`src/rtl/dgp_pkg.sv`:
```
// shared constants for the dual general-purpose port block
package dgp_pkg;
  // avalon byte address width; register byte address is index * 4
  localparam int AW = 10;
  localparam int DW = 32;
  localparam int PA_W = 5;
  localparam int PB_W = 8;

  // register indices
  localparam logic [7:0] IDX_A_DATA = 8'h05;
  localparam logic [7:0] IDX_A_DIR  = 8'h85;
  localparam logic [7:0] IDX_ANCFG  = 8'h9f;
  localparam logic [7:0] IDX_B_DATA = 8'h06;
  localparam logic [7:0] IDX_B_DIR  = 8'h86;
  localparam logic [7:0] IDX_OPTION = 8'h81;
  localparam logic [7:0] IDX_INTCTL = 8'h0b;
  localparam logic [7:0] IDX_BITOP  = 8'h10;

  // reset values
  localparam logic [5:0] RST_A_DIR  = 6'h3f;
  localparam logic [2:0] RST_ANCFG  = 3'h0;
  localparam logic [7:0] RST_B_DIR  = 8'hff;
  localparam logic [7:0] RST_OPTION = 8'hff;

  // field positions
  localparam int OPT_PU_DIS_N = 7;
  localparam int INT_CHG_FLAG = 0;
  localparam int PA_T0CK      = 4;
  localparam int BOP_VAL      = 3;
  localparam int BOP_PORT_B   = 4;

  // analog pin mask per config code, 4 bits per code, code 0 in the low nibble
  localparam logic [31:0] ANA_MASK = 32'h001337ff;
  // codes that select analog pin 3 as the reference input; this takes effect only while pin 3 is analog
  localparam logic [7:0]  ANA_VREF = 8'h2a;
endpackage

```
`src/rtl/dgp_chg_if.sv`:
```
// carrier between the port logic and the change detector
`timescale 1ns/1ps
`default_nettype none
interface dgp_chg_if;
  logic [3:0] pins;
  logic [3:0] is_in;
  logic       refresh;
  logic       mismatch;
  modport ctl (output pins, output is_in, output refresh, input mismatch);
  modport det (input pins, input is_in, input refresh, output mismatch);
endinterface
`default_nettype wire

```
`src/rtl/dgp_sync.sv`:
```
// two-flop synchroniser for pin inputs
`timescale 1ns/1ps
`default_nettype none
module dgp_sync #(
  parameter int W = 13
) (
  // clock and reset
  input  wire logic         ref_clk,
  input  wire logic         rst,
  // asynchronous pins in, synchronised levels out
  input  wire logic [W-1:0] pin_a,
  output logic      [W-1:0] pin_s
);
  typedef struct packed {
    logic [W-1:0] s1;
    logic [W-1:0] s2;
  } dgp_sync_s;

  dgp_sync_s st_q;
  dgp_sync_s st_d;

  always_comb begin
    st_d    = st_q;
    st_d.s1 = pin_a;
    st_d.s2 = st_q.s1;
  end

  always_ff @(posedge ref_clk) begin
    if (rst) begin
      st_q <= '0;
    end else begin
      st_q <= st_d;
    end
  end

  assign pin_s = st_q.s2;
endmodule
`default_nettype wire

```
`src/rtl/dgp_chg.sv`:
```
// change detector for the upper four pins of the second port
`timescale 1ns/1ps
`default_nettype none
module dgp_chg (
  // clock and reset
  input  wire logic ref_clk,
  input  wire logic rst,
  // link to the port logic
  dgp_chg_if.det    cif
);
  typedef struct packed {
    logic [3:0] old;
    logic       mism;
  } dgp_chg_s;

  dgp_chg_s st_q;
  dgp_chg_s st_d;

  always_comb begin
    st_d = st_q;
    if (cif.refresh) begin
      // an access re-arms the compare, ending the mismatch
      st_d.old  = cif.pins;
      st_d.mism = 1'b0;
    end else begin
      st_d.mism = |((cif.pins ^ st_q.old) & cif.is_in);
    end
  end

  always_ff @(posedge ref_clk) begin
    if (rst) begin
      st_q <= '0;
    end else begin
      st_q <= st_d;
    end
  end

  assign cif.mismatch = st_q.mism;
endmodule
`default_nettype wire

```
`src/rtl/dgp_top.sv`:
```
// dual general-purpose port with change flag, avalon-mm register slave
//
// Decided for this implementation: register access over Avalon-MM.
`timescale 1ns/1ps
`default_nettype none
module dgp_top (
  // clock and reset
  input  wire logic                     ref_clk,
  input  wire logic                     rst,
  // avalon-mm slave
  input  wire logic [dgp_pkg::AW-1:0]   avs_address,
  input  wire logic                     avs_read,
  input  wire logic                     avs_write,
  input  wire logic [dgp_pkg::DW-1:0]   avs_writedata,
  input  wire logic [3:0]               avs_byteenable,
  output logic      [dgp_pkg::DW-1:0]   avs_readdata,
  output logic                          avs_waitrequest,
  // first port pins
  input  wire logic [dgp_pkg::PA_W-1:0] pa_in,
  output logic      [dgp_pkg::PA_W-1:0] pa_out,
  output logic      [dgp_pkg::PA_W-1:0] pa_oe,
  // second port pins
  input  wire logic [dgp_pkg::PB_W-1:0] pb_in,
  output logic      [dgp_pkg::PB_W-1:0] pb_out,
  output logic      [dgp_pkg::PB_W-1:0] pb_oe,
  output logic      [dgp_pkg::PB_W-1:0] pb_pullup,
  // peripheral sharing of second port pins
  input  wire logic [dgp_pkg::PB_W-1:0] periph_en,
  input  wire logic [dgp_pkg::PB_W-1:0] periph_dir,
  input  wire logic [dgp_pkg::PB_W-1:0] periph_out,
  output logic      [dgp_pkg::PB_W-1:0] periph_in,
  // analog, timer and power side
  output logic      [3:0]               analog_sel,
  output logic                          vref_sel,
  output logic                          timer_clk_in,
  input  wire logic                     sleep_i,
  output logic                          wake_o,
  output logic                          port_change_flag
);
  import dgp_pkg::*;

  typedef enum logic [1:0] {
    BUS_IDLE = 2'b01,
    BUS_ACK  = 2'b10
  } dgp_bus_e;

  typedef struct packed {
    dgp_bus_e        bus;
    logic            wreq;
    logic [DW-1:0]   rdata;
    logic [5:0]      a_dir;
    logic [PA_W-1:0] a_lat;
    logic [2:0]      ancfg;
    logic [PB_W-1:0] b_dir;
    logic [PB_W-1:0] b_lat;
    logic [PB_W-1:0] option;
    logic            chg_flag;
    logic [PA_W-1:0] pa_out;
    logic [PA_W-1:0] pa_oe;
    logic [PB_W-1:0] pb_out;
    logic [PB_W-1:0] pb_oe;
    logic [PB_W-1:0] pb_pu;
    logic [PB_W-1:0] per_in;
    logic [3:0]      ana;
    logic            vref;
    logic            t0clk;
    logic            wake;
  } dgp_top_s;

  localparam dgp_top_s ST_RST = '{
    bus:      BUS_IDLE,
    wreq:     1'b1,
    rdata:    '0,
    a_dir:    RST_A_DIR,
    a_lat:    '0,
    ancfg:    RST_ANCFG,
    b_dir:    RST_B_DIR,
    b_lat:    '0,
    option:   RST_OPTION,
    chg_flag: 1'b0,
    pa_out:   '0,
    pa_oe:    '0,
    pb_out:   '0,
    pb_oe:    '0,
    pb_pu:    '0,
    per_in:   '0,
    ana:      4'hf,
    vref:     1'b0,
    t0clk:    1'b0,
    wake:     1'b0
  };

  dgp_top_s st_q;
  dgp_top_s st_d;

  logic [PA_W+PB_W-1:0] pin_s;
  logic [PA_W-1:0]      a_sync;
  logic [PB_W-1:0]      b_sync;
  logic [7:0]           a_idx;
  logic                 acc;
  logic                 accept;
  logic                 done;
  logic [3:0]           ana_mask;
  logic [PA_W-1:0]      a_rd;
  logic [PB_W-1:0]      b_dir_e;
  logic [PB_W-1:0]      b_drv;
  logic                 refresh;

  dgp_chg_if cif ();

  dgp_sync #(
    .W (PA_W + PB_W)
  ) u_sync (
    .ref_clk (ref_clk),
    .rst     (rst),
    .pin_a   ({pb_in, pa_in}),
    .pin_s   (pin_s)
  );

  dgp_chg u_chg (
    .ref_clk (ref_clk),
    .rst     (rst),
    .cif     (cif.det)
  );

  assign a_sync   = pin_s[PA_W-1:0];
  assign b_sync   = pin_s[PA_W+PB_W-1:PA_W];
  assign a_idx    = avs_address[AW-1:2];
  assign acc      = avs_read | avs_write;
  assign accept   = acc & st_q.wreq;
  assign done     = acc & ~st_q.wreq;
  assign ana_mask = ANA_MASK[st_q.ancfg*4 +: 4];
  // analog pins read as zero on the digital path
  assign a_rd     = a_sync & {1'b1, ~ana_mask};
  // an enabled peripheral owns direction and drive of its pin
  assign b_dir_e  = (periph_en & periph_dir) | (~periph_en & st_q.b_dir);
  assign b_drv    = (periph_en & periph_out) | (~periph_en & st_q.b_lat);

  // reads and writes of the second port, bit ops on it too, re-arm the compare
  assign refresh = (accept & (a_idx == IDX_B_DATA))
                 | (done & avs_write & (a_idx == IDX_BITOP)
                    & avs_writedata[BOP_PORT_B]);

  assign cif.pins    = b_sync[7:4];
  assign cif.is_in   = b_dir_e[7:4];
  assign cif.refresh = refresh;

  always_comb begin
    st_d      = st_q;
    st_d.wreq = 1'b1;
    st_d.bus  = BUS_IDLE;
    // one wait cycle: request seen, then answered on the next edge
    if (accept) begin
      st_d.wreq = 1'b0;
      st_d.bus  = BUS_ACK;
      st_d.rdata = '0;
      case (a_idx)
        IDX_A_DATA: st_d.rdata[PA_W-1:0] = a_rd;
        IDX_A_DIR:  st_d.rdata[5:0] = st_q.a_dir;
        IDX_ANCFG:  st_d.rdata[2:0] = st_q.ancfg;
        IDX_B_DATA: st_d.rdata[PB_W-1:0] = b_sync;
        IDX_B_DIR:  st_d.rdata[PB_W-1:0] = st_q.b_dir;
        IDX_OPTION: st_d.rdata[7:0] = st_q.option;
        IDX_INTCTL: st_d.rdata[INT_CHG_FLAG] = st_q.chg_flag;
        default:    st_d.rdata = '0;
      endcase
    end
    // writes land only on the completing edge, low byte lane only
    if (done && avs_write && avs_byteenable[0]) begin
      case (a_idx)
        IDX_A_DATA: st_d.a_lat  = avs_writedata[PA_W-1:0];
        IDX_A_DIR:  st_d.a_dir  = avs_writedata[5:0];
        IDX_ANCFG:  st_d.ancfg  = avs_writedata[2:0];
        IDX_B_DATA: st_d.b_lat  = avs_writedata[PB_W-1:0];
        IDX_B_DIR:  st_d.b_dir  = avs_writedata[PB_W-1:0];
        IDX_OPTION: st_d.option = avs_writedata[7:0];
        IDX_INTCTL: begin
          if (!avs_writedata[INT_CHG_FLAG]) begin
            st_d.chg_flag = 1'b0;
          end
        end
        IDX_BITOP: begin
          // pins are sampled, one bit changed, the whole byte latched
          if (avs_writedata[BOP_PORT_B]) begin
            st_d.b_lat = b_sync;
            st_d.b_lat[avs_writedata[2:0]] = avs_writedata[BOP_VAL];
          end else if (avs_writedata[2:0] < 3'(PA_W)) begin
            st_d.a_lat = a_rd;
            st_d.a_lat[avs_writedata[2:0]] = avs_writedata[BOP_VAL];
          end
        end
        default: begin
        end
      endcase
    end
    // set wins over a clear in the same cycle
    if (cif.mismatch) begin
      st_d.chg_flag = 1'b1;
    end
    // first port: direction holds even on analog pins
    st_d.pa_oe[3:0]  = ~st_q.a_dir[3:0];
    st_d.pa_out[3:0] = st_q.a_lat[3:0];
    // open drain: only ever pulls low
    st_d.pa_oe[PA_T0CK]  = ~st_q.a_dir[PA_T0CK] & ~st_q.a_lat[PA_T0CK];
    st_d.pa_out[PA_T0CK] = 1'b0;
    st_d.t0clk = a_sync[PA_T0CK];
    st_d.ana   = ana_mask;
    st_d.vref  = ANA_VREF[st_q.ancfg] & ana_mask[3];
    // second port
    st_d.pb_oe  = ~b_dir_e;
    st_d.pb_out = b_drv;
    st_d.pb_pu  = {PB_W{~st_q.option[OPT_PU_DIS_N]}} & b_dir_e;
    st_d.per_in = b_sync & periph_en;
    st_d.wake   = sleep_i & cif.mismatch;
  end

  always_ff @(posedge ref_clk) begin
    if (rst) begin
      st_q <= ST_RST;
    end else begin
      st_q <= st_d;
    end
  end

  assign avs_readdata     = st_q.rdata;
  assign avs_waitrequest  = st_q.wreq;
  assign pa_out           = st_q.pa_out;
  assign pa_oe            = st_q.pa_oe;
  assign pb_out           = st_q.pb_out;
  assign pb_oe            = st_q.pb_oe;
  assign pb_pullup        = st_q.pb_pu;
  assign periph_in        = st_q.per_in;
  assign analog_sel       = st_q.ana;
  assign vref_sel         = st_q.vref;
  assign timer_clk_in     = st_q.t0clk;
  assign wake_o           = st_q.wake;
  assign port_change_flag = st_q.chg_flag;
endmodule
`default_nettype wire

```
`config.mk`:
```
export PLATFORM = sky130hd
export DESIGN_NAME = dgp_top
export DESIGN_NICKNAME = d
export VERILOG_FILES = /design/src/rtl/dgp_pkg.sv /design/src/rtl/dgp_chg_if.sv /design/src/rtl/dgp_sync.sv /design/src/rtl/dgp_chg.sv /design/src/rtl/dgp_top.sv
export SDC_FILE = /design/constraint.sdc
export NUM_CORES = 1
export LEC_CHECK = 0
export ABC_AREA = 1
export BUFFER_PORTS_ARGS = -buffer_cell sky130_fd_sc_hd__buf_2
export CAP_MARGIN = 20
export CELL_PAD_IN_SITES_DETAIL_PLACEMENT = 1
export CELL_PAD_IN_SITES_GLOBAL_PLACEMENT = 1
export CORE_AREA = 2 2 123 125
export CTS_BUF_LIST = sky130_fd_sc_hd__clkbuf_4 sky130_fd_sc_hd__clkbuf_8
export DETAILED_ROUTE_END_ITERATION = 10
export DIE_AREA = 0 0 125 127
export PLACE_DENSITY_LB_ADDON = 0.1
export SLEW_MARGIN = 30
export SYNTH_ARGS = -nofsm -noshare
export SYNTH_HDL_FRONTEND = slang
export SYNTH_SLANG_ARGS = --single-unit
export TNS_END_PERCENT = 30
```
`constraint.sdc`:
```
create_clock -name ref_clk -period 3.1 [get_ports ref_clk]
set_input_delay 0.465 -clock ref_clk [delete_from_list [all_inputs] [get_ports ref_clk]]
set_output_delay 0.465 -clock ref_clk [all_outputs]
set_load 0.05 [all_outputs]
```
==> flow_summary.json <==
{
  "status": "finished clean",
  "core_um2": 14400,
  "crit_arrival_ns": 2.14,
  "area_growth_syn_to_layout_pct": 11.8,
  "viasPerCell": 4.74,
  "power.density_nw_per_um2": 568,
  "rsz0062_at_grt": "no",
  "row_count": 44,
  "numCtsBuffers": 17,
  "cts_tree": "yes",
  "synth_area_um2": 5760,
  "drc": 0,
  "drive_gt1_share_pct": 20.6,
  "dieArea_um2": 15900,
  "synthTopCellsByArea": "dfxtp_1 45%, buf_4 11%, nand2_1 10%",
  "final_common_cell": "nand2_1",
  "grt_pass1_wl_mm": 25.8,
  "boundaryPins": 171,
  "ys_seq_area_share_pct": 44.5,
  "critical_path_class": "flip-flop to flip-flop",
  "htreeDepth": 4,
  "synth-seq-cells": 128,
  "period_minus_slack_ns": 1.80,
  "drt_iter0_drc": 307,
  "synth_area_leader_cell": "dfxtp_1",
  "clk_latency_ns": 0.45,
  "gr-usage-all-layers_pct": 20.8,
  "crit_required_ns": 3.44,
  "die_w_um": 125,
  "io_buffer_count": 116,
  "fin_skew_ns": 0.0109,
  "clockBufferDepth": 2,
  "grt_pass1_vias": 5049,
  "path_clk_slew_ns": 0.07,
  "post_synth.cell_area_avg_um2": 7.25,
  "avgRoutedWirePerCell_um": 15.5,
  "ctsResizeCount": 0,
  "routed_wl_mm": 16.3,
  "nets": 945,
  "clock-root-buffer": "clkbuf_8",
  "initial_utilization_pct": 39.9,
  "postRouteAntennaNets": 0,
  "period_share_pct": 58.2,
  "ir_drop_v": 0.000225,
  "antenna_cells": 0,
  "ys_warn_count": 0,
  "postCtsSetupBuffers": 0,
  "slew_headroom_pct": 42.6,
  "setup_viol": 0,
  "synthCells": 794,
  "slew_violations": 0,
  "fin_setup_tns_ns": 0,
  "gp_congestion": 0.879,
  "worstMarginPinSlew_ns": 0.857,
  "layout_common_cells": "155 x nand2_1, 128 x dfxtp_1, 116 x buf_2, 113 x nor2_1, 104 x inv_1",
  "cp-start-kind": "flip-flop",
  "ctsHoldBuffers": 0,
  "antenna_found_initial": 0,
  "grt_max_degree": 67,
  "cp-end-kind": "flip-flop",
  "yosys.cell_types.count": 29,
  "dr_total_vias": 4991,
  "finalPower_mw": 3.65,
  "synthDominantCellAreaShare_pct": 44.5,
  "p_leak_nw": 3.38,
  "finalHoldViolCount": 0,
  "cts.sinks": 128,
  "holdCritPathClass": "input port to flip-flop",
  "overflow": 0,
  "drv_cap": 0,
  "hpwl_mm": 12.2,
  "clock.fmax_mhz": 555,
  "die_h_um": 127,
  "worst-path-max-fanout": 11,
  "dr.pass1.iters": 4
}
==> sequential cells by signal, indices dropped and copies added, names as in the netlist, 4 cells and up, named ones only <==
name	cells
periph_in	8
pb_oe	8
avs_readdata	8
analog_sel	4
pb_pullup	8
pa_oe	5
st_q	34
pa_out	4
st_d	4
u_sync.pin_s	13
pb_out	8
u_sync.st_d	13
u_chg.st_q	4
==> path summary, 6_finish.rpt <==
path / to / slack, ns / startpoint / cells after the start
hold / removal: u_sync.st_d[4] / 0.21 / pa_in[4] / 3
setup / recovery: u_chg.st_q[2] / 1.30 / avs_waitrequest / 7
hold reg to reg: u_sync.pin_s[0] / 0.40 / u_sync.st_d[0] / 2
setup reg to reg: u_chg.st_q[2] / 1.30 / avs_waitrequest / 7
==> cells in the mapped netlist <==
cell type  number
nand3_1        46
nand4_1         7
inv_1         104
nand2_2         6
clkinv_1        1
and3_1          1
nor3_1         11
xnor2_1         2
xor2_1          2
a21oi_1        28
nor2_2          4
nor2_8          1
or2_2           4
o21ai_0        54
buf_4          81
buf_1           4
buf_6           2
conb_1          1
clkbuf_1        9
nand3b_1        1
nand2_1       155
o211ai_1       10
nor2_4          5
buf_2           5
nand2_4         3
inv_2           3
dfxtp_1       128
nor2_1        113
o21ai_1         3
==> kinds of logic (layout without fill, tap and decap cells) <==
family	count (synthesis)	count (layout)	synth area share, %
DFF	128	128	44.5
and+or+nand+nor	357	357	26.9
other	1	25	0.0651
xor gates and xnor gates	4	4	0.609
AOI/OAI and AO/OA	95	95	8.69
buffers and inverters	209	261	19.3
==> power by group <==
group          switching, mW  total, mW  internal, mW  leakage, nW
registers             0.0181       1.70          1.68         1.04
logic                  0.300      0.389        0.0892         2.12
clock network          0.669       1.57         0.896        0.211
total                  0.988       3.65          2.67         3.38
==> critical path, cell delays in order, from the launching register on <==
cell and delay [ns]:
dfxtp_1 0.33, inv_1 0.05, nor2_1 0.66, nand3_1 0.16, nand2_1 0.21, inv_1 0.12
nor2_1 0.12, nor2_1 0.06
==> stage by stage <==
stage / setup slack (ns) / hold slack [ns] / instance area [um2] / util [%] / std cells
floorplan: 1.52 / 0.388 / 5850 / - / 818
global placement: 1.15 / 0.391 / 6000 / 41.6 / 1022
detailed placement: 1.06 / 0.399 / 6000 / 41.6 / 1022
CTS: 1.26 / 0.191 / 6440 / 44.6 / 1054
global route: 1.12 / 0.208 / 6440 / 44.6 / 1054
finish: 1.30 / 0.214 / 6440 / 44.6 / 1054
==> area by class of cell <==
| class | count | area (um2) |
|---|---|---|
| Multi-Input combinational cell | 481 | 2180 |
| Timing Repair Buffer | 121 | 631 |
| Fill cell | 1904 | 7990 |
| Clock inverter | 9 | 130 |
| Tap cell | 184 | 230 |
| Sequential cell | 128 | 2560 |
| Clock buffer | 23 | 304 |
| Inverter | 108 | 405 |
==> routing by layer <==
layer | global-route usage [%] | up-vias | part of all wire [%]
li1 | - | 2480 | -
met1 | 24.9 | 2378 | 43
met2 | 37.0 | 114 | 51
met3 | 4.27 | 19 | 4.3
met4 | 7.52 | 0 | 1.5
met5 | 0 | - | 0
No activity file was read; power rests on OpenSTA's default activity.
